--- src/common/scr_pkg.sv ---
/*
  Shared constants, types and the CRC step for the serial command port
  and its conversion restart sequencer.
  Assumes clk is the master clock and one modulator period lasts one clk.
*/
package scr_pkg;

  // restart timing, in master-clock periods
  localparam int SYNC_CYCLES    = 2;    // reset-to-restart synchronisation
  localparam int STARTUP_DMCLK  = 256;  // converter start-up time, modulator periods
  localparam int CLK_PER_DMCLK  = 1;    // clk periods per modulator period
  localparam int STARTUP_CYCLES = STARTUP_DMCLK * CLK_PER_DMCLK;

  // register addresses
  localparam logic [3:0] ADDR_DATA   = 4'h0;  // conversion data, read only
  localparam logic [3:0] ADDR_CFG0   = 4'h1;  // main configuration register
  localparam logic [3:0] ADDR_CFG2   = 4'h3;  // gain and bias current
  localparam logic [3:0] ADDR_CFG3   = 4'h4;  // digital formats
  localparam logic [3:0] ADDR_IRQ    = 4'h5;  // interface enables
  localparam logic [3:0] ADDR_SCAN   = 4'h7;  // scan channel mask
  localparam logic [3:0] ADDR_TIMER  = 4'h8;  // inter-cycle delay
  localparam logic [3:0] ADDR_RSV_B  = 4'hB;  // reserved
  localparam logic [3:0] ADDR_RSV_C  = 4'hC;  // reserved
  localparam logic [3:0] ADDR_LOCK   = 4'hD;  // write lock key
  localparam logic [3:0] ADDR_CRC_HI = 4'hE;  // map checksum, high byte
  localparam logic [3:0] ADDR_CRC_LO = 4'hF;  // map checksum, low byte

  // field positions
  localparam int CFG0_SLOW_HI = 7;  // top bits, clock and current-source select
  localparam int CFG0_SLOW_LO = 2;
  localparam int BIAS_CURRENT_A_HI     = 3;  // bias_current_a field
  localparam int BIAS_CURRENT_A_LO     = 2;
  localparam int IRQ_FAST_BIT = 0;  // fast command enable
  localparam int IRQ_STP_BIT  = 1;  // start_pulse_enable
  localparam int IRQ_CRC_BIT  = 2;  // checksum on reads

  // reset values and keys
  localparam logic [7:0]  REG_RESET  = 8'h00;
  localparam logic [7:0]  IRQ_RESET  = 8'h01;
  localparam logic [7:0]  LOCK_KEY   = 8'hA5;
  localparam logic [7:0]  LOCK_RESET = 8'hA5;
  localparam logic [15:0] CRC_POLY   = 16'h8005;

  // conversion mode codes
  localparam logic [1:0] MODE_CONV     = 2'h3;
  localparam logic [1:0] MODE_STANDBY  = 2'h2;
  localparam logic [1:0] MODE_SHUTDOWN = 2'h0;

  // fast command codes
  localparam logic [3:0] FC_START    = 4'hA;
  localparam logic [3:0] FC_STANDBY  = 4'hB;
  localparam logic [3:0] FC_SHUTDOWN = 4'hC;
  localparam logic [3:0] FC_FULL_OFF = 4'hD;
  localparam logic [3:0] FC_RESET    = 4'hE;

  // command types
  typedef enum logic [1:0] {
    CT_FAST   = 2'b00,
    CT_STATIC = 2'b01,
    CT_WRITE  = 2'b10,
    CT_INC    = 2'b11
  } scr_ctype_t;

  // restart sequencer states
  typedef enum logic [1:0] {
    ST_IDLE  = 2'b00,
    ST_SYNC  = 2'b01,
    ST_SETUP = 2'b10
  } scr_seq_t;

  // one byte through the checksum, msb first
  function automatic logic [15:0] scr_crc_byte(input logic [15:0] c, input logic [7:0] d);
    logic [15:0] r;
    r = c;
    for (int i = 7; i >= 0; i--) begin
      if (r[15] ^ d[i]) begin
        r = {r[14:0], 1'b0} ^ CRC_POLY;
      end else begin
        r = {r[14:0], 1'b0};
      end
    end
    return r;
  endfunction : scr_crc_byte

endpackage : scr_pkg

--- src/core/scr_restart_seq.sv ---
/*
  Conversion reset and restart sequencer on the master clock.
  Assumes requests are single-cycle pulses already in the clk domain.
*/
`timescale 1ns/1ps
module scr_restart_seq import scr_pkg::*; #(
  parameter int SETUP_CYC = STARTUP_CYCLES  // start-up time in clk cycles
) (
  // clock and reset
  input  wire logic clk,
  input  wire logic srst,
  // restart request
  input  wire logic req,
  input  wire logic req_delayed,
  input  wire logic req_scan,
  input  wire logic stp_en,
  // sequencing
  output wire logic conv_reset,
  output logic      phase_reset,
  output logic      scan_restart,
  output logic      start_pulse,
  output wire logic setup_busy
);

  localparam int CW = $clog2(SETUP_CYC + SYNC_CYCLES + 1);
  localparam int IMM_END   = SYNC_CYCLES + 1;
  localparam int SETUP_END = SYNC_CYCLES + SETUP_CYC + 1;

  scr_seq_t     state;  // sequencer state
  logic [CW-1:0] cnt;   // cycles within state
  logic          dly;   // start-up wait pending
  logic          end_evt;

  // last cycle of a sequence
  assign end_evt = !req && ((state == ST_SYNC && cnt == CW'(SYNC_CYCLES - 1) && !dly) ||
                            (state == ST_SETUP && cnt == CW'(SETUP_CYC - 1)));

  // held in reset from the request on, mode is not looked at
  assign conv_reset = (state != ST_IDLE);
  assign setup_busy = (state == ST_SETUP);

  // state walk; a new request restarts the walk
  always_ff @(posedge clk) begin
    if (srst) begin
      state <= ST_IDLE;
      cnt   <= '0;
      dly   <= 1'b0;
    end else if (req) begin
      state <= ST_SYNC;
      cnt   <= '0;
      dly   <= req_delayed;
    end else begin
      case (state)
        ST_SYNC: begin
          if (cnt == CW'(SYNC_CYCLES - 1)) begin
            state <= dly ? ST_SETUP : ST_IDLE;
            cnt   <= '0;
          end else begin
            cnt <= cnt + CW'(1);
          end
        end
        ST_SETUP: begin
          if (cnt == CW'(SETUP_CYC - 1)) begin
            state <= ST_IDLE;
            cnt   <= '0;
          end else begin
            cnt <= cnt + CW'(1);
          end
        end
        default: begin
          state <= ST_IDLE;
          cnt   <= '0;
        end
      endcase
    end
  end

  // pulses: phases at once, start mark at the real restart
  always_ff @(posedge clk) begin
    if (srst) begin
      phase_reset  <= 1'b0;
      scan_restart <= 1'b0;
      start_pulse  <= 1'b0;
    end else begin
      phase_reset  <= req;
      scan_restart <= req && req_scan && !req_delayed;
      start_pulse  <= end_evt && stp_en;
    end
  end

  // helper: cycles since the last request
  logic [15:0] len;
  logic        last_dly;
  always_ff @(posedge clk) begin
    if (srst) begin
      len      <= 16'h0000;
      last_dly <= 1'b0;
    end else begin
      len      <= req ? 16'h0001 : (len == 16'hFFFF ? len : len + 16'h0001);
      last_dly <= req ? req_delayed : last_dly;
    end
  end
endmodule : scr_restart_seq

--- src/core/scr_spi_port.sv ---
/*
  Serial register port with write-triggered conversion restart.
  Assumes clk is the master clock, well above the serial clock rate.
*/
`timescale 1ns/1ps
module scr_spi_port import scr_pkg::*; #(
  parameter logic [1:0] DEV_ADDR  = 2'h1,  // hard-wired device address, arbitrary
  parameter int         SETUP_CYC = STARTUP_CYCLES
) (
  // clock and reset
  input  wire logic        clk,
  input  wire logic        srst,
  input  wire logic        por_active,
  // serial pins
  input  wire logic        cs_n,
  input  wire logic        sck,
  input  wire logic        sdi,
  output logic             sdo,
  output logic             sdo_oe,
  // converter side
  input  wire logic [7:0]  adc_data,
  input  wire logic [2:0]  status_bits,
  input  wire logic        in_cycle_delay,
  input  wire logic        crc_flag_clear,
  // restart sequencing
  output wire logic        conv_reset,
  output wire logic        phase_reset,
  output wire logic        scan_restart,
  output wire logic        start_pulse,
  output wire logic        setup_busy,
  // configuration and state
  output wire logic [7:0]  main_cfg,
  output wire logic        scan_mode,
  output wire logic        locked,
  output logic      [15:0] config_crc,
  output logic             crc_changed,
  output logic             full_reset
);

  // pin synchronisers, two flops each; cs idles high
  localparam logic [3:0] SYNC_INIT = 4'h4;
  logic [3:0] pin_raw;  // {por, cs, sck, sdi}
  logic [3:0] s1;       // first stage, read only by s2
  logic [3:0] s2;       // usable stage
  assign pin_raw = {por_active, cs_n, sck, sdi};
  genvar gi;
  generate
    for (gi = 0; gi < 4; gi++) begin : g_sync
      always_ff @(posedge clk) begin
        if (srst) begin
          s1[gi] <= SYNC_INIT[gi];
          s2[gi] <= SYNC_INIT[gi];
        end else begin
          s1[gi] <= pin_raw[gi];
          s2[gi] <= s1[gi];
        end
      end
    end
  endgenerate

  logic por_s, cs_s, sck_s, sdi_s;
  logic sck_d, cs_d;  // previous synced levels
  assign {por_s, cs_s, sck_s, sdi_s} = s2;

  // edge detect on the second stage only
  always_ff @(posedge clk) begin
    if (srst) begin
      sck_d <= 1'b0;
      cs_d  <= 1'b1;
    end else begin
      sck_d <= sck_s;
      cs_d  <= cs_s;
    end
  end

  logic spi_rst, spi_idle, rise, fall, cs_fall;
  assign spi_rst  = srst || por_s;
  assign spi_idle = spi_rst || cs_s;
  assign rise     = sck_s && !sck_d;
  assign fall     = !sck_s && sck_d;
  assign cs_fall  = !cs_s && cs_d;

  // serial state
  logic [2:0]  bit_cnt;    // bit within byte
  logic [7:0]  rx;         // incoming bits
  logic        cmd_done;   // command byte taken
  logic        dead;       // address mismatch or fast command
  logic        seen_rise;  // first rising edge seen
  logic [3:0]  addr;       // current register
  scr_ctype_t  ctype;      // command type
  logic [7:0]  tx;         // outgoing bits
  logic [1:0]  rd_phase;   // 0 data, 1 checksum high, 2 checksum low
  logic [15:0] crc_acc;    // read checksum

  logic [7:0]  next_rx;
  logic        byte_done;
  logic [3:0]  cur_addr;
  scr_ctype_t  cur_type;
  logic        is_read;
  logic [7:0]  rd_byte;
  logic [7:0]  status;
  logic        addr_miss;

  // register map, fixed width per word
  logic [7:0] regs [16];
  logic       unlocked;

  assign next_rx   = {rx[6:0], sdi_s};
  assign byte_done = rise && bit_cnt == 3'h7;
  assign cur_addr  = cmd_done ? addr : next_rx[5:2];
  assign cur_type  = cmd_done ? ctype : scr_ctype_t'(next_rx[1:0]);
  assign is_read   = cur_type == CT_STATIC || cur_type == CT_INC;
  assign addr_miss = rise && !cmd_done && bit_cnt == 3'h1 && next_rx[1:0] != DEV_ADDR;
  // top two bits zero, then address echo and flags
  assign status    = {2'b00, DEV_ADDR, ~DEV_ADDR[0], status_bits};
  assign unlocked  = regs[ADDR_LOCK] == LOCK_KEY;

  // read source
  always_comb begin
    case (cur_addr)
      ADDR_DATA:   rd_byte = adc_data;
      ADDR_CRC_HI: rd_byte = config_crc[15:8];
      ADDR_CRC_LO: rd_byte = config_crc[7:0];
      default:     rd_byte = regs[cur_addr];
    endcase
  end

  // command, address and read stream
  always_ff @(posedge clk) begin
    if (spi_idle) begin
      bit_cnt   <= 3'h0;
      rx        <= 8'h00;
      cmd_done  <= 1'b0;
      dead      <= 1'b0;
      seen_rise <= 1'b0;
      addr      <= 4'h0;
      ctype     <= CT_FAST;
      tx        <= 8'h00;
      rd_phase  <= 2'h0;
      crc_acc   <= 16'h0000;
    end else if (cs_fall) begin
      tx <= {status[6:0], 1'b0};  // status first, msb already out
    end else begin
      if (rise) begin
        seen_rise <= 1'b1;
        rx        <= next_rx;
        bit_cnt   <= bit_cnt + 3'h1;
        if (addr_miss) begin
          dead <= 1'b1;
        end
      end
      if (byte_done && !cmd_done) begin
        cmd_done <= 1'b1;
        ctype    <= cur_type;
        addr     <= cur_addr;
        if (cur_type == CT_FAST) begin
          dead <= 1'b1;
        end
      end
      if (byte_done && cmd_done && ctype == CT_WRITE) begin
        addr <= addr + 4'h1;  // incremental write
      end
      if (byte_done && !dead && is_read) begin
        case (rd_phase)
          2'h0: begin
            tx      <= rd_byte;
            crc_acc <= scr_crc_byte(crc_acc, rd_byte);
            addr    <= (cur_type == CT_INC) ? cur_addr + 4'h1 : cur_addr;
            if (regs[ADDR_IRQ][IRQ_CRC_BIT] && (cur_type == CT_STATIC || cur_addr == ADDR_CRC_LO)) begin
              rd_phase <= 2'h1;
            end
          end
          2'h1: begin
            tx       <= crc_acc[15:8];
            rd_phase <= 2'h2;
          end
          default: begin
            tx       <= crc_acc[7:0];
            rd_phase <= 2'h0;
            crc_acc  <= 16'h0000;
          end
        endcase
      end
      // shift only after the first sampling edge, so mode 1,1 keeps bit 7
      if (fall && seen_rise) begin
        tx <= {tx[6:0], 1'b0};
      end
    end
  end

  // output pin and its enable
  always_ff @(posedge clk) begin
    if (spi_idle) begin
      sdo    <= 1'b0;
      sdo_oe <= 1'b0;
    end else if (cs_fall) begin
      sdo    <= status[7];
      sdo_oe <= 1'b1;
    end else begin
      if (addr_miss) begin
        sdo_oe <= 1'b0;
      end else if (byte_done && !cmd_done && !is_read) begin
        sdo_oe <= 1'b0;  // fast and write leave the line free
      end
      if (fall && seen_rise) begin
        sdo <= tx[7];
      end
    end
  end

  // write and fast command strobes
  logic wr_try, wr_fire, fast_go;
  logic [7:0] wr_data;
  assign wr_data = next_rx;
  assign wr_try  = byte_done && cmd_done && !dead && ctype == CT_WRITE;
  // lock register itself stays writable so the key can be restored
  assign wr_fire = wr_try && addr != ADDR_DATA && addr != ADDR_CRC_HI && addr != ADDR_CRC_LO &&
                   (unlocked || addr == ADDR_LOCK);
  assign fast_go = byte_done && !cmd_done && !dead && cur_type == CT_FAST &&
                   regs[ADDR_IRQ][IRQ_FAST_BIT];

  // register map updates
  always_ff @(posedge clk) begin
    if (srst || (fast_go && next_rx[5:2] == FC_RESET)) begin
      for (int i = 0; i < 16; i++) begin
        regs[i] <= (i == ADDR_IRQ) ? IRQ_RESET : ((i == ADDR_LOCK) ? LOCK_RESET : REG_RESET);
      end
    end else begin
      if (wr_fire) begin
        regs[addr] <= wr_data;
      end
      if (fast_go) begin
        case (next_rx[5:2])
          FC_START:    regs[ADDR_CFG0][1:0] <= MODE_CONV;
          FC_STANDBY:  regs[ADDR_CFG0][1:0] <= MODE_STANDBY;
          FC_SHUTDOWN: regs[ADDR_CFG0][1:0] <= MODE_SHUTDOWN;
          FC_FULL_OFF: regs[ADDR_CFG0]      <= REG_RESET;
          default:     ;  // other codes ignored
        endcase
      end
    end
  end

  // full reset pulse to the rest of the device
  always_ff @(posedge clk) begin
    if (srst) begin
      full_reset <= 1'b0;
    end else begin
      full_reset <= fast_go && next_rx[5:2] == FC_RESET;
    end
  end

  assign main_cfg  = regs[ADDR_CFG0];
  assign scan_mode = regs[ADDR_SCAN] != 8'h00;
  assign locked    = !unlocked;

  // restart classification of each accepted write
  logic seq_req, seq_dly, seq_scan;
  always_comb begin
    seq_req  = fast_go && next_rx[5:2] == FC_START;
    seq_dly  = 1'b0;
    seq_scan = 1'b0;
    if (wr_fire) begin
      case (addr)
        ADDR_CFG0: begin
          seq_req = 1'b1;
          seq_dly = wr_data[CFG0_SLOW_HI:CFG0_SLOW_LO] !=
                    regs[ADDR_CFG0][CFG0_SLOW_HI:CFG0_SLOW_LO];
        end
        ADDR_CFG2: begin
          seq_req = 1'b1;
          seq_dly = wr_data[BIAS_CURRENT_A_HI:BIAS_CURRENT_A_LO] != regs[ADDR_CFG2][BIAS_CURRENT_A_HI:BIAS_CURRENT_A_LO];
        end
        ADDR_RSV_B, ADDR_RSV_C: begin
          seq_req = 1'b1;
          seq_dly = 1'b1;
        end
        ADDR_SCAN: begin
          if (!scan_mode) begin
            seq_req  = wr_data != 8'h00;
            seq_scan = wr_data != 8'h00;
          end else begin
            seq_req  = !in_cycle_delay;
            seq_scan = !in_cycle_delay;
          end
        end
        ADDR_TIMER: begin
          seq_req  = scan_mode && in_cycle_delay;
          seq_scan = scan_mode && in_cycle_delay;
        end
        ADDR_CFG3, ADDR_IRQ, ADDR_LOCK: ;  // digital settings, no restart
        default: seq_req = 1'b1;
      endcase
    end
  end

  // sequencer; a fixed two-period sync, never the stretched four
  scr_restart_seq #(
    .SETUP_CYC (SETUP_CYC)
  ) u_seq (
    .clk          (clk),
    .srst         (srst),
    .req          (seq_req),
    .req_delayed  (seq_dly),
    .req_scan     (seq_scan),
    .stp_en       (regs[ADDR_IRQ][IRQ_STP_BIT]),
    .conv_reset   (conv_reset),
    .phase_reset  (phase_reset),
    .scan_restart (scan_restart),
    .start_pulse  (start_pulse),
    .setup_busy   (setup_busy)
  );

  // background checksum of writable registers while locked
  logic [3:0]  bg_idx;
  logic [15:0] bg_acc, bg_next;
  logic        bg_valid;
  assign bg_next = scr_crc_byte(bg_acc, regs[bg_idx]);
  always_ff @(posedge clk) begin
    if (srst || unlocked) begin
      bg_idx   <= ADDR_CFG0;
      bg_acc   <= 16'h0000;
      bg_valid <= 1'b0;
    end else if (bg_idx == ADDR_LOCK) begin
      bg_idx   <= ADDR_CFG0;
      bg_acc   <= 16'h0000;
      bg_valid <= 1'b1;
    end else begin
      bg_idx <= bg_idx + 4'h1;
      bg_acc <= bg_next;
    end
  end

  // result and sticky change flag; a new change beats the clear
  always_ff @(posedge clk) begin
    if (srst) begin
      config_crc  <= 16'h0000;
      crc_changed <= 1'b0;
    end else begin
      if (!unlocked && bg_idx == ADDR_LOCK) begin
        config_crc <= bg_next;
      end
      if (!unlocked && bg_idx == ADDR_LOCK && bg_valid && bg_next != config_crc) begin
        crc_changed <= 1'b1;
      end else if (crc_flag_clear) begin
        crc_changed <= 1'b0;
      end
    end
  end
endmodule : scr_spi_port

--- config.mk ---
export PLATFORM = sky130hd
export DESIGN_NAME = scr_spi_port
export DESIGN_NICKNAME = d
export VERILOG_FILES = /design/src/common/scr_pkg.sv /design/src/core/scr_restart_seq.sv /design/src/core/scr_spi_port.sv
export SDC_FILE = /design/constraint.sdc
export NUM_CORES = 1
export LEC_CHECK = 0
export ABC_AREA = 1
export BUFFER_PORTS_ARGS = -buffer_cell sky130_fd_sc_hd__buf_2
export CORE_MARGIN = 4
export CORE_UTILIZATION = 59
export DETAILED_ROUTE_END_ITERATION = 8
export PLACE_DENSITY = 0.83
export SLEW_MARGIN = 25
export SYNTH_ARGS = -nofsm -noshare
export SYNTH_HDL_FRONTEND = slang
export SYNTH_SLANG_ARGS = --single-unit
--- constraint.sdc ---
create_clock -name clk -period 5.35 [get_ports clk]
set_input_delay 0.2675 -clock clk [delete_from_list [all_inputs] [get_ports clk]]
set_output_delay 0.2675 -clock clk [all_outputs]
set_load 0.01 [all_outputs]
=== Word level (Yosys, flattened, before mapping) ===
Memories as Yosys holds them, arrays and structs flattened. A register that Yosys moved wholly into a read port is not among the register bits.
Index checks and enable logic that the tools add are counted.

* Bits in writable memories: 128
* Memories: 1
* Bits in registers: 111
* Logic and storage cells: 314
* Output and inout bits: 35

* Bitwise operators: 39
* Muxes and demuxes: 113
* Equal/unequal tests: 39
* Reduce and logical (&&, ||, !) cells: 80
* Add/sub/neg operators: 5

{| class="wikitable"
|+ Memories
! name !! words !! width !! rd ports !! clocked after memory_dff !! write ports !! RTL line !! RTL
|-
| regs || 16 || 8 || 7 || 1 || 16 || scr_spi_port.sv:105 || <nowiki>logic [7:0] regs [16];</nowiki>
|}

{| class="wikitable"
|+ Operators with widths
! operator !! number
|-
| 16-bit two-way mux || 44
|-
| 4-bit equality test (second input constant) || 12
|-
| 3-bit NOT || 16
|-
| 1-bit logical AND || 37
|-
| 1-bit two-way mux || 36
|-
| 4-bit two-way mux || 8
|-
| 16-bit case mux with 2 select lines || 1
|-
| 8-bit two-way mux || 3
|-
| 8-bit case mux with 3 select lines || 1
|-
| 2-bit two-way mux || 9
|-
| 9-bit two-way mux || 2
|-
| 9-bit case mux with 2 select lines || 1
|-
| 16-bit != test || 1
|-
| 8-bit case mux with 2 select lines || 1
|-
| 8-bit nonzero test || 2
|-
| 1-bit bitwise XOR || 16
|-
| 4-bit by 1-bit adder with 4-bit output (second input constant) || 3
|-
| 4-bit by 3-bit equality test with 1-bit output (second input constant) || 3
|-
| 6-bit two-way mux || 2
|-
| 1-bit zero test || 11
|-
| 9-bit by 1-bit adder with 9-bit output (second input constant) || 1
|-
| 9-bit by 1-bit equality test with 1-bit output (second input constant) || 1
|-
| 9-bit by 8-bit equality test with 1-bit output (second input constant) || 1
|-
| 8-bit equality test (second input constant) || 1
|-
| other kinds (30) || 63
|}

=== Longest topological paths before layout ===
Gate-level depths: netlist of the first run.

* Depth in word-level cells: 48
* Depth in mapped cells: 34
* Mapped depth without buffers: 30

=== By module ===
Synthesis of the first run repeated with hierarchy kept, for this count alone.

* Cell total of the unflattened synthesis: 1,717
* Area total of the unflattened synthesis: 13,417.9 um^2

{| class="wikitable"
|+ By module, submodules not included
! module !! area each (um^2) !! seq. area each (um^2) !! times used !! cells each
|-
| scr_spi_port || 12,617.1 || 5,765.5 || 1 || 1,620
|-
| scr_restart_seq || 800.8 || 300.3 || 1 || 97
|}

=== Worst setup path after synthesis of the first run ===
No wires, ideal clock.

* Path type: register to register
* Start point: reg cmd_done
* End point: reg crc_acc[15]
* Data required time: 5.283 ns
* Cell stages (with the launch flop): 35
* Library setup time: 0.067 ns
* Slack: 1.891 ns
* Arrival: 3.392 ns
* Path buffers: 5
* Period minus slack after synthesis: 3.459 ns
* Cell sequence: dfxtp_1 -> buf_6 -> inv_2 -> nand2_2 -> nand2_2 -> buf_4 -> buf_6 -> buf_2 -> buf_2 -> ha_1 -> inv_1 -> nor2_4 -> inv_2 -> nand3_4 -> inv_2 -> nand2_1 -> nor2_1 -> nand2_1 -> nand2_1 -> nand2_1 -> nand2_1 -> inv_1 -> nand3_1 -> nand3_1 -> nand2_2 -> nand2_2 -> nand2_2 -> nand2_1 -> nand3_2 -> nand2_2 -> nand2_1 -> nand2_1 -> nand2_1 -> nand3_2 -> a21oi_2

* Word-level cells in the longest chain between the ends: 48
* Elaborated cells on any way between the ends: 57
* Those cells by class: eq/ne: 4; mux: 40; bitwise: 8; reduce/logical: 4; memory: 1

{| class="wikitable"
|+ RTL lines
! element !! RTL line !! RTL
|-
| start, declared || scr_spi_port.sv:86 || <nowiki>logic cmd_done;</nowiki>
|-
| start signal, assigned || scr_spi_port.sv:133 || <nowiki>cmd_done <= 1'b0;</nowiki>
|-
| start signal, assigned || scr_spi_port.sv:153 || <nowiki>cmd_done <= 1'b1;</nowiki>
|-
| 4-bit two-way mux || scr_spi_port.sv:110 || <nowiki>assign cur_addr = cmd_done ? addr : next_rx[5:2];</nowiki>
|-
| memory read 16 x 8 bit (tied with other cells) || n/a ||
|-
| 8-bit case mux with 3 select lines || scr_spi_port.sv:120 || <nowiki>case (cur_addr)</nowiki>
|-
| 1-bit bitwise XOR || scr_pkg.sv:76 || <nowiki>if (r[15] ^ d[i]) begin</nowiki>
|-
| 16-bit two-way mux || scr_pkg.sv:76 ||
|-
| 16-bit two-way mux || scr_spi_port.sv:164 || <nowiki>case (rd_phase)</nowiki>
|-
| 16-bit two-way mux || scr_spi_port.sv:163 || <nowiki>if (byte_done && !dead && is_read) begin</nowiki>
|-
| 16-bit two-way mux || scr_spi_port.sv:141 || <nowiki>end else if (cs_fall) begin</nowiki>
|-
| [... 32 more ...] || n/a ||
|-
| 16-bit two-way mux || scr_pkg.sv:76 ||
|-
| 16-bit two-way mux || scr_spi_port.sv:164 ||
|-
| 16-bit two-way mux || scr_spi_port.sv:163 ||
|-
| 16-bit two-way mux || scr_spi_port.sv:141 ||
|-
| 16-bit two-way mux || scr_spi_port.sv:130 || <nowiki>if (spi_idle) begin</nowiki>
|-
| 1-bit bitwise XOR || scr_pkg.sv:76 ||
|-
| 16-bit two-way mux || scr_pkg.sv:76 ||
|-
| 16-bit case mux with 2 select lines || scr_spi_port.sv:164 ||
|-
| end signal, assigned || scr_spi_port.sv:167 || <nowiki>crc_acc <= scr_crc_byte(crc_acc, rd_byte);</nowiki>
|-
| end, declared || scr_spi_port.sv:93 || <nowiki>logic [15:0] crc_acc;</nowiki>
|}

Several ways; a longest one is shown, not always the timed one. The select of a mux whose other input is x is not followed.
A chain may end at the register's enable or synchronous reset.

=== Final worst setup path of the first run ===
* Start point: reg rx[1]
* End point: reg crc_acc[15]

* Word-level cells in the longest chain between the ends: 48
* Elaborated cells on any way between the ends: 51
* Those cells by class: eq/ne: 2; mux: 39; bitwise: 8; reduce/logical: 1; memory: 1

{| class="wikitable"
|+ RTL lines
! element !! RTL line !! RTL
|-
| start, declared || scr_spi_port.sv:85 || <nowiki>logic [7:0] rx;</nowiki>
|-
| start signal, assigned || scr_spi_port.sv:146 || <nowiki>rx <= next_rx;</nowiki>
|-
| 4-bit two-way mux (*) || scr_spi_port.sv:110 ||
|-
| memory read 16 x 8 bit (tied with other cells) || n/a ||
|-
| 8-bit case mux with 3 select lines (*) || scr_spi_port.sv:120 ||
|-
| 1-bit bitwise XOR || scr_pkg.sv:76 ||
|-
| 16-bit two-way mux || scr_pkg.sv:76 ||
|-
| 16-bit two-way mux || scr_spi_port.sv:164 ||
|-
| 16-bit two-way mux || scr_spi_port.sv:163 ||
|-
| 16-bit two-way mux || scr_spi_port.sv:141 ||
|-
| [... 32 more ...] || n/a ||
|-
| 16-bit two-way mux || scr_pkg.sv:76 ||
|-
| 16-bit two-way mux || scr_spi_port.sv:164 ||
|-
| 16-bit two-way mux || scr_spi_port.sv:163 ||
|-
| 16-bit two-way mux || scr_spi_port.sv:141 ||
|-
| 16-bit two-way mux || scr_spi_port.sv:130 ||
|-
| 1-bit bitwise XOR (*) || scr_pkg.sv:76 ||
|-
| 16-bit two-way mux (*) || scr_pkg.sv:76 ||
|-
| 16-bit case mux with 2 select lines (*) || scr_spi_port.sv:164 ||
|}

Every way passes the cells marked *; elsewhere a longest branch is shown, timed or not. The select of a mux whose other input is x is not followed.

==> results, run 1 <==
- A synthesized cell averages 7.671 um^2.
- The clock root buffer is clkbuf_16.
- The total leakage power is ~6.1 nW.
- The maximum number of pins on one net before global-route repair is 45.
- The synthesis-to-layout area growth is 10.64%.
- Of the cells placed in the final design, the portion with a size suffix greater than 1 is 0.1086.
- The routed design has 39230 um of wire.
- The share of the synthesized area in the top cell type is 0.2896.
- The CTS tree is done.
- Dividing the detail-routed via count by the number of cells gives between 5 and 6.
- Row generation in the floorplan step produced 54 rows.
- In this run, the number of DRC markers left after iteration 0 of detailed routing was about 1500.
- The count of final setup violators is 0.
- At the later pin of the worst-skew pair, clock insertion delay measures roughly 0.55 ns.
- The category of the most critical setup path is reg2reg.
- The routed wire length per instance is around 19 um.
- The die span in x is roughly 160 um.
- The initial utilization of the core area, before any placement, comes to 0.6044.
- The worst clock skew on the final layout is around 0.028 ns.
- The number of failing hold endpoints at the final stage was 0.
- The maximum cell stage delay along the critical path is approximately 0.54 ns.
- Yosys mapped a number of flops with a built-in enable equal to 128.
- The total area inside the core boundary comes to 21960 um^2.
- The placed wire-length estimate is 27430 um.
- Of the total power, the share spent switching nets is 0.2962.
- The flow ran to the end, and the final reports show no timing, DRC or antenna violations.
- The clock period could shrink to approximately 4.3 ns.
- Setup repair after global routing left no endpoint under its margin.
- Max-cap violations in this run came to 0.
- The clock network fraction of design power is 0.392.
- During I/O placement, the number of pins put on the boundary was between 50 and 60.
- IR analysis of the VDD net gives a maximum drop of 0.3455 mV.
- After filler insertion, the fill cell instance count of the layout stands at 1838.
- The most frequently used flop master after synthesis is edfxtp_1.
- The normalized max-slew margin is 0.3055.
- Power spread over the standard cell area amounts to 335.0 nW/um^2.
- For this run, the total global-route usage over all layers was measured as 0.3099.
- The total of warnings raised by yosys is 0.
- For this design the total switching power over the nets is 0.001457 W.
- In this run the remaining antenna-violating nets after routing total 0.
- The height of the die is 158.0 um.
- The total of buffers placed on input and output ports is 53.
- The number of global-route vias before repair is between 10000 and 15000.
- The cell-internal power is approximately 0.0035 W.
- The clock passes through at most 3 buffers.
- The first global-routing pass estimated slightly above 60000 um of wire.
- The final-report max-slew violation count is 0.
- At the pin with the least slew margin, the transition time is 1.029 ns.
- The power share of the sequential group is 0.424.
- The data required time of the worst path is roughly 5.7 ns.
- Summing over every cut layer, the via total after detailed routing is 12420.
- The number of design rule violations left after detail routing is 0.
- The path class of the tightest hold or removal check is in2reg.
- The cell taking the most area after synthesis is edfxtp_1.
- Synthesis inferred around 240 register bits.
- The number of antenna violations at the first check in global routing is 0.
- The count of cells resized by post-cts repair is 0.
- Synthesis instantiated between 50 and 60 different standard cells from the library.
- After layout, the design draws a total of ~0.005 W.
- The total clock buffers created by CTS is 27.
- In the final design database the tool counted 1822 nets.
- The register clock-pin slew on the reported worst setup and hold paths is approximately 0.060 ns.
- In the finished design, the share of the clock period the worst path needs comes to 0.8052.
- The combinational cell fraction of total power is 0.185.
- The die footprint is ~25000 um^2.
- The endpoint type of the worst setup path is a flop.
- Timing would allow up to between 0.2 and 0.25 GHz.
- Counting flops with an async set or reset pin after synthesis yields a share of 0.
- The sequential fraction of the synthesis area is 0.4571.
- The sum of negative setup slack is 0 ns.
- Data on the critical path arrives at its endpoint at around 4.7 ns.
- The CTS sink count is roughly 240.
- The highest-delay cell along the critical path is inv_1.
- The aggregate global routing overflow is 0.
- The category of the worst setup path launch point is a flop.
- The first TritonRoute pass finished after 7 iterations.
- The H-tree depth reported by CTS is 1.
- The last weighted congestion value of the routability-driven placer is 0.9662.
- Along the worst path, the maximum fanout reaches 34.
- By area the synthesized netlist is led by edfxtp_1, dfxtp_1, nand2_1.
- Synthesis produced a netlist whose cell count is 1730.
- The cell area after technology mapping is 13270 um^2.
==> cell usage in the layout (no fill, tap or decap), drive strengths merged, types with 17 or more instances in the layout <==
cell type	Yosys	layout
ha	19	19
dfxtp	111	111
buf	49	70
inv	190	191
edfxtp	128	128
conb	1	24
nor2	226	226
a21oi	118	118
o21ai	108	108
nand2	421	421
clkinv	3	17
clkbuf	27	28
nand3	185	185
xor2	23	23
==> kinds of logic (layout without fill, tap and decap cells) <==
group / after synthesis / count (layout) / synth area share
AND/OR/NAND/NOR: 870 / 870 / 0.2838
AO/OA/AOI/OAI: 297 / 297 / 0.1284
buffers and inverters: 269 / 321 / 0.08834
flip-flops: 239 / 239 / 0.4571
XOR/XNOR: 35 / 35 / 0.02423
adder cells (fa/ha/maj): 19 / 19 / 0.01791
other: 1 / 25 / 0.0002826
==> state kept, by name, summed over array words and instances (netlist names), 7 cells and up <==
| name | flops |
|---|---|
| rx | 7 |
| u_seq.cnt | 9 |
| tx | 8 |
| bg_acc | 16 |
| regs | 128 |
| config_crc | 16 |
| crc_acc | 16 |
==> worst paths after layout <==
check | start | to | slack [ns] | depth (start not counted)
setup / recovery | rx[1]$_SDFFE_PP0P_ | crc_acc[15]$_SDFFE_PP0P_ | 1.04 | 25
hold / removal | in_cycle_delay | u_seq.scan_restart$_SDFF_PP0_ | 0.16 | 3
setup reg to reg | rx[1]$_SDFFE_PP0P_ | crc_acc[15]$_SDFFE_PP0P_ | 1.04 | 25
hold reg to reg | s1[0]$_SDFF_PP0_ | sdi_s$_SDFF_PP0_ | 0.41 | 2
==> per-layer routing <==
layer,global-route usage,part of all wire,up-vias
li1,-,-,5824
met1,0.4293,0.40,5674
met2,0.4789,0.44,777
met3,0.04483,0.11,141
met4,0.1548,0.060,0
met5,0,0,-
==> cell usage after synthesis (12+ instances only) <==
| library cell | number |
|---|---|
| inv_2 | 18 |
| nand2_2 | 18 |
| nand2_1 | 398 |
| o21ai_1 | 14 |
| xor2_1 | 22 |
| nor2_1 | 222 |
| o21ai_0 | 90 |
| a21oi_1 | 117 |
| buf_4 | 13 |
| inv_1 | 171 |
| clkbuf_1 | 27 |
| edfxtp_1 | 128 |
| nand3_1 | 173 |
| buf_2 | 23 |
| dfxtp_1 | 111 |
| o211ai_1 | 12 |
| ha_1 | 19 |
| o22ai_1 | 13 |
==> layout make-up <==
cell class / instances / area (um^2) / area share
Multi-Input combinational cell: 1245 / 6125 / 0.4171
Timing Repair Buffer: 78 / 485.5 / 0.03306
Antenna cell: 1 / 2.502 / 0.0001704
Clock buffer: 28 / 679.4 / 0.04627
Inverter: 193 / 726.9 / 0.04951
Tap cell: 280 / 350.3 / 0.02386
Sequential cell: 239 / 6067 / 0.4132
Clock inverter: 22 / 247.7 / 0.01687
==> timing repair <==
| action | 4_1_cts | 5_1_grt |
|---|---|---|
| hold buffers | 8 | 0 |
| hold endpoints to repair | 8 | 0 |
| setup buffers | 0 | 0 |
==> power by group through the flow <==
stage                     logic (W)  clock network (W)  registers [W]
after CTS                  0.000880            0.00193        0.00208
after detailed placement   0.000869                  0        0.00212
after global placement     0.000844                  0        0.00212
after floorplan            0.000669                  0        0.00209
after global routing       0.000991            0.00202        0.00209
final                      0.000908            0.00193        0.00208
==> stage by stage <==
stage | instance area [um^2] | std cells | utilization | setup WS [ns] | hold slack, ns
final | 14680 | 2086 | 0.6687 | 1.042 | 0.1572
after global routing | 14680 | 2085 | 0.6686 | 0.6923 | 0.1824
after CTS | 14680 | 2085 | 0.6684 | 1.174 | 0.1376
after detailed placement | 13670 | 2027 | 0.6225 | 1.210 | 0.3960
after global placement | 13670 | 2027 | 0.6225 | 1.380 | 0.3907
after floorplan | 13360 | 1753 | - | 1.891 | 0.3713
==> worst max-delay path, delay by kind of cell (launching register included) <==
family / cells / cell delay (ns)
flip-flops: 1 / 0.39
buffers and inverters: 2 / 0.99
AND/OR/NAND/NOR: 22 / 2.68
AO/OA/AOI/OAI: 1 / 0.05
Power figures use the tool's default switching activity.
==> run 2, diff against run 1 <==
==> constraint.sdc (replaced) <==
create_clock -name clk -period 4.35 [get_ports clk]
set_input_delay 0.2175 -clock clk [delete_from_list [all_inputs] [get_ports clk]]
set_output_delay 0.2175 -clock clk [all_outputs]
set_load 0.01 [all_outputs]
==> run 2 against run 1 <==
Compared with the run above:
- the run now ends with design-rule violations left
- clock-buffer cell count up 2
- first-iteration DRC count up 6.8%
- largest cell class unchanged
- sequential cell count unchanged
- hold slack worse by 0.012 ns
- clock power up 18%
- wire length about the same
- clock skew down 0.017 ns
- cell count up 0.19%
- highest routed layer unchanged
- global-route usage up 0.48 points
- critical endpoint is now regs[1][1]$_DFFE_PP_
==> results, run 2 (synthesis gave the netlist of run 1 again) <==
- The initial core utilization is 0.6044.
- The clock reaches the later pin of the worst-skew pair after roughly 0.55 ns.
- The first-pass iteration count of the detailed router is 9.
- Dividing the final minimum period by the clock period gives 0.9209.
- The count of final setup violators is 0.
- The clock root buffer is clkbuf_16.
- In the routed layout, each cell is associated on average with a via count of around 6.
- The number of antenna violations at the first check in global routing came to 0.
- The aggregate global routing overflow is 0.
- The run finished, with violations left.
- The category of the most critical setup path is reg2reg.
- TritonCTS created 26 clock buffers.
- Detailed routing inserted a total of 12480 vias.
- Leaving out fill and tap cells, the most frequent cells in the layout are nand2_1, nor2_1, nand3_1, inv_1, edfxtp_1.
- The number of fill cells is approximately 1800.
- The routed wire length per instance is around 19 um.
- The worst IR drop on VDD is between 0.3 and 0.4 mV.
- For this run, the total global-route usage over all layers was measured as 0.3147.
- In this run, post-CTS repair resized a total of 0 instances.
- The final reports fail on design-rule violations.
- The count of max-cap constraint violations is 0.
- The area of the core region is 21960 um^2.
- The worst clock skew on the final layout is between 0.01 and 0.015 ns.
- In this run the power density over the cells is 404.3 nW/um^2.
- Clock-pin slew was measured on the worst setup and hold paths at around 0.060 ns.
- Summing internal, switching and leakage power gives approximately 0.0059 W.
- The number of design rule violations left after detail routing is 3.
- Leaving out filler cells and counting taps, the final layout contains between 2000 and 2500.
- For the final routed database, the setup TNS stands at 0 ns.
- The register with the most flip-flops in the layout has around 130 of them.
- The floorplan has between 50 and 60 rows.
- The total of buffers placed on input and output ports is 53.
- The maximum number of pins on one net before global-route repair is ~90.
- The total area of sequential cells is roughly 6100 um^2.
- The data arrival time of the critical path is around 4.3 ns.
- The share of total power dissipated in the clock network is 0.381.
- The tightest min-delay check is of the in2reg type.
- For this run, the top clock speed supported by timing is between 0.2 and 0.25 GHz.
- The clock net in this run drives a total of between 200 and 250 sinks.
- The worst setup path is launched from a flop.
- The share of total power dissipated in sequential elements is 0.430.
- In this run, the number of DRC markers left after iteration 0 of detailed routing was about 1600.
- The multi-input gate area in the final layout is approximately 6000 um^2.
- The I/O pin count is 54.
- The number of global-route vias before repair was between 10000 and 15000.
- In this run the remaining antenna-violating nets after routing total 0.
- The most common cell after layout, fill and taps aside is nand2_1.
- For the pin with the worst max-slew slack, the measured transition is 0.8805 ns.
- The die footprint is 24960 um^2.
- The placed wire-length estimate is 27800 um.
- The final layout contains ~1800 nets.
- The H-tree depth reported by CTS is 1.
- From synthesis to final layout, the design area changed by 10.79%.
- The repair_antennas step left the layout with diodes totalling 0.
- The final worst-path setup slack is 0.3439 ns.
- The final-report max-slew violation count is 0.
- The number of failing hold endpoints at the final stage came to 0.
- The height of the die is about 160 um.
- Along the worst path, the maximum fanout reaches 15.
- Setup repair after global routing left no endpoint under its margin.
- TritonCTS built the clock tree.
- The largest register by flop count is regs.
- The proportion of total power due to net switching is 0.2991.
- The global-route wire length before repair is ~62000 um.
- Counting tap cells, the placed design contains a total of just over 2000 instances.
- The die span in x is around 160 um.
- The worst pin sits at a relative slew slack of 0.4056.
- Internal power comes to ~0.0042 W.
- At the end of routability-driven placement, the weighted congestion stood at roughly 1.
- The analysis attributes to net switching a power of 0.001778 W.
- In this run the deepest clock path goes through 3 buffers.
- The routed design could run at a clock period as short as about 4 ns.
- The worst setup path is captured at a flop.
- The routed design has ~39000 um of wire.
- In the final layout, the share of cells above drive strength 1 is 0.1099.
- Data on the critical path is required at its endpoint by 4.61 ns.
- The post-placement setup slack is around 0.46 ns.
- The share of total power dissipated in combinational logic is 0.189.
- The analysis attributes to cell leakage a power of roughly 6.1 nW.
## run 2: what timing repair did
action	CTS	global route
buffers inserted	0	0
hold buffers	8	0
hold endpoints to repair	8	0
setup endpoints to repair	0	0
## run 2: final cells by class
| class | instances | share of cell area |
|---|---|---|
| Multi-Input combinational cell | 1245 | 0.4164 |
| Sequential cell | 239 | 0.4126 |
| Inverter | 193 | 0.04944 |
| Clock buffer | 30 | 0.04527 |
| Timing Repair Buffer | 86 | 0.03795 |
| Tap cell | 280 | 0.02383 |
| Clock inverter | 17 | 0.01455 |
## run 2: path summary, 6_finish.rpt
| check | startpoint | end | slack, ns | depth (start not counted) |
|---|---|---|---|---|
| min reg2reg | s1[0]$_SDFF_PP0_ | sdi_s$_SDFF_PP0_ | 0.40 | 2 |
| max | bit_cnt[0]$_SDFFE_PP0P_ | regs[1][1]$_DFFE_PP_ | 0.34 | 17 |
| max reg2reg | bit_cnt[0]$_SDFFE_PP0P_ | regs[1][1]$_DFFE_PP_ | 0.34 | 17 |
| min | srst | s1[1]$_SDFF_PP0_ | 0.15 | 2 |
## run 2: metal layers
layer  track usage  up-vias  routed length [um]
li1              -     5836                   -
met1        0.4178     5725               15520
met2        0.5051      777               17650
met3       0.06042      141                4076
met4        0.1385        0                1986
met5             0        -                   0
## run 2: power groups by stage
stage               Combinational [W]  Sequential (W)  Clock (W)
floorplan                    0.000822         0.00257          0
global placement              0.00104         0.00260          0
detailed placement            0.00108         0.00260          0
CTS                           0.00109         0.00255    0.00229
global route                  0.00123         0.00256    0.00240
finish                        0.00112         0.00256    0.00227
## run 2: critical path, cell delays in order (launching register included)
cell	delay [ns]
dfxtp_1	0.38
ha_1	0.18
ha_1	0.13
nand2_1	0.09
nor2_1	0.23
inv_1	0.18
nor2_1	0.17
nand2_1	0.11
nor2_1	0.19
inv_1	0.08
nor2_1	0.21
nand4_1	0.15
buf_4	0.22
nand2_1	0.35
inv_1	0.46
nand2_1	0.24
o211ai_1	0.13
nand3b_1	0.22
## run 2: metrics by stage
| stage | utilization | hold WS [ns] | cell area, um^2 |
|---|---|---|---|
| final | 0.6696 | 0.1453 | 14700 |
| after floorplan | - | 0.3213 | 13360 |
| after global routing | 0.6696 | 0.1438 | 14700 |
| after CTS | 0.6696 | 0.09104 | 14700 |
| after detailed placement | 0.6259 | 0.3954 | 13740 |
| after global placement | 0.6258 | 0.3918 | 13740 |
==> run 3, diff against run 2 <==
==> constraint.sdc (replaced) <==
create_clock -name clk -period 4.35 [get_ports clk]
set_input_delay 0.435 -clock clk [delete_from_list [all_inputs] [get_ports clk]]
set_output_delay 0.435 -clock clk [all_outputs]
set_load 0.01 [all_outputs]
==> run 3 against run 2 <==
Compared with the run above:
- the flow now finishes without violations
- clock skew barely moved
- cell area fell by 0.70%
- sequential cell count did not move
- sequential power barely moved
- via count rose by 0.33%
- die area did not move
- critical path type unchanged
- critical endpoint unchanged
==> results, run 3 (synthesis gave the netlist of run 1 again) <==
- The number of cell rows is between 50 and 60.
- The routed via count is between 10000 and 15000.
- The number of failing hold endpoints at the final stage is 0.
- The first global-routing pass estimated slightly above 60000 um of wire.
- Across every metal layer, demand over resource in global routing totals 0.3128.
- The number of antenna violations at the first check in global routing is 0.
- IR analysis of the VDD net gives a maximum drop of 0.3329 mV.
- The final-report max-slew violation count came to 0.
- The data required time of the worst path is between 4 and 5 ns.
- The smallest clock period supported by the final layout is computed as ~4 ns.
- The aggregate global routing overflow is 0.
- The setup slack of the worst register-to-register path is between 0.3 and 0.4 ns.
- The post-CTS setup buffer count is 0.
- The maximum number of pins on one net before global-route repair is 89.
- The maximum cell stage delay along the critical path is about 0.45 ns.
- The final net count is 1822.
- The worst hold path class is in2reg.
- The core region is between 20000 and 25000 um^2.
- Dividing the final minimum period by the clock period gives 0.9173.
- The register clock-pin slew on the reported worst setup and hold paths is 0.06 ns.
- The startpoint identified for the worst register-to-register timing path is bit_cnt[0]$_SDFFE_PP0P_.
- The die footprint is approximately 25000 um^2.
- TritonCTS built the clock tree.
- In this run the power density over the cells is roughly 400 nW/um^2.
- The number of design rule violations left after detail routing is 0.
- Across the run, the number of max-cap violations was 0.
- The final instance area is 14600 um^2.
- The first-pass iteration count of the detailed router is 7.
- The initial core utilization is 0.6044.
- The placed wire-length estimate is 27930 um.
- Using the TritonRoute via totals, the vias-per-cell ratio works out to 6.013.
- The clock root buffer is clkbuf_16.
- The worst hold path begins at cs_n.
- The worst hold path passes through 2 cells.
- Summed over all failing endpoints, the final setup total negative slack is 0 ns.
- At the pin with the least slew margin, the transition time is approximately 0.85 ns.
- The maximum buffer depth of the clock tree is 3.
- The worst path meets setup with between 0.3 and 0.4 ns of slack.
- The post-placement setup slack is 0.4543 ns.
- The last weighted congestion value of the routability-driven placer is 1.022.
- STA classifies the critical path endpoint as a flop.
- In this run the worst path has a maximum fanout of 15.
- In this run the most used layer during global routing was met2.
- Ranked by flip-flop count, first place goes to regs.
- The end point of the most critical hold path is s1[2]$_SDFF_PP1_.
- Clock tree synthesis inserted a total of 25 buffers.
- The die span in x is about 160 um.
- The worst clock skew on the final layout is 0.01140 ns.
- During I/O placement, the number of pins put on the boundary was 54.
- The H-tree depth reported by CTS is 1.
- The instance area at placement is 13770 um^2.
- Once the clock tree was built, the resizer swapped 0 gates to a different size.
- STA classifies the critical path startpoint as a flop.
- The iteration-0 DRC count of the detailed router is ~1700.
- Clock latency on the worst-skew pair, taken at its later pin, is between 0.5 and 0.6 ns.
- Setup repair after global routing left no endpoint under its margin.
- The routed wire length per instance is 18.81 um.
- The total area of sequential cells is slightly above 6000 um^2.
- The total leakage power is slightly above 6 nW.
- The flow ran to the end, and the final reports show no timing, DRC or antenna violations.
- The repair_antennas step left the layout with diodes totalling 0.
- The routed wire length is 39160 um.
- Summing all multi-input logic gate instances after layout gives 6122 um^2.
- Setup violations remaining at the end of the flow were counted as 0.
- The register with the most flip-flops in the layout has ~130 of them.
- In this run the tightest slew margin relative to its limit is 0.4289.
- The critical register-to-register path endpoint is regs[1][1]$_DFFE_PP_.
- The antenna violation net count after detailed routing is 0.
- In the final layout, the share of cells above drive strength 1 is 0.1099.
- The count of hold-fix buffers inserted at cts is 0.
- After filler insertion, the fill cell instance count of the layout stands at between 1500 and 2000.
- The depth of the worst register-to-register path is 17.
- The number of global-route vias before repair came to between 10000 and 15000.
- The met1 demand-to-capacity share in global routing is 0.4243.
- The die is approximately 160 um tall.
- Traced cell by cell, the critical path runs through ha_1 -> ha_1 -> nand2_1 -> nor2_1 -> inv_1 -> nor2_1 -> nand2_1 -> nor2_1 -> inv_1 -> nor2_1 -> nand4_1 -> buf_4 -> nand2_1 -> inv_1 -> nand2_1 -> o211ai_1 -> nand3b_1.
- Leaving out fill and tap cells, the most frequent cells in the layout are nand2_1, nor2_1, nand3_1, inv_1, edfxtp_1.
- Input and output buffers added on the ports amount to 53.
- Among all stages on the critical path, the largest delay is contributed by inv_1.
- The synthesis-to-layout area growth is 10.02%.
- In the global route stage, met2 resource usage came out at 0.4903.
- For this run, global-route usage on met3 was measured as 0.05522.
- The category of the most critical setup path is reg2reg.
- For this run, the top clock speed supported by timing is 0.2506 GHz.
- The most common cell after layout, fill and taps aside is nand2_1.
- The data arrival time of the critical path is between 4 and 5 ns.
- The CTS sink count is approximately 240.
[run 3: cell types whose count changed in the layout (fill, tap and decap cells not counted), sizes merged]
| cell | before | now |
|---|---|---|
| buf | 78 | 80 |
| bufinv | 4 | 3 |
| clkbuf | 30 | 35 |
| clkinv | 10 | 8 |
| clkinvlp | 5 | 2 |
| dlygate4sd3 | 8 | 0 |
| inv | 191 | 190 |
[run 3: per-layer routing]
layer / part of all wire / routed length [um]
met1: 0.39 / 15420
met2: 0.45 / 17460
met3: 0.11 / 4214
met4: 0.053 / 2060
met5: 0 / 0
[run 3: how the worst max path moves through the flow]
stage	startpoint	to	depth (start not counted)
final	bit_cnt[0]$_SDFFE_PP0P_	regs[1][1]$_DFFE_PP_	17
after global routing	bit_cnt[0]$_SDFFE_PP0P_	regs[1][1]$_DFFE_PP_	17
after CTS	bit_cnt[0]$_SDFFE_PP0P_	regs[1][1]$_DFFE_PP_	17
after detailed placement	bit_cnt[0]$_SDFFE_PP0P_	regs[1][0]$_DFFE_PP_	17
after global placement	bit_cnt[0]$_SDFFE_PP0P_	regs[1][0]$_DFFE_PP_	17
after floorplan	cmd_done$_SDFFE_PP0P_	crc_acc[15]$_SDFFE_PP0P_	34
[run 3: final cells by class]
| cell class | instances | share of cell area |
|---|---|---|
| clock buffers | 35 | 0.04816 |
| multi-input cells | 1245 | 0.4193 |
| inverters | 193 | 0.04979 |
| repair buffers | 80 | 0.03462 |
| clock inverters | 10 | 0.008655 |
| well taps | 280 | 0.02399 |
| flip-flops and latches | 239 | 0.4155 |
[run 3: power by group]
part	switching (W)	internal [W]	total (W)	leakage (nW)
Clock	0.000890	0.00130	0.00219	0.404
Combinational	0.000777	0.000336	0.00111	3.52
Sequential	0.0000732	0.00248	0.00256	2.13
Total	0.00174	0.00412	0.00586	6.06
[run 3: metrics by stage]
step | instances | util | power (W) | hold slack, ns
2_1_floorplan | 1753 | - | 0.003396 | 0.3883
3_3_place_gp | 2037 | 0.6271 | 0.003641 | 0.3904
3_5_place_dp | 2037 | 0.6272 | 0.003678 | 0.3932
4_1_cts | 2082 | 0.6650 | 0.005834 | 0.09366
5_1_grt | 2082 | 0.6650 | 0.006076 | 0.1070
6_report | 2082 | 0.6650 | 0.005861 | 0.1006
[run 3: worst max-delay path, delay by kind of cell (launching register included)]
kind                     cells  cell delay (ns)
adder cells (fa/ha/maj)      2             0.31
buffers and inverters        4             0.92
flip-flops                   1             0.38
AND/OR/NAND/NOR             10             1.97
AO/OA/AOI/OAI                1             0.12
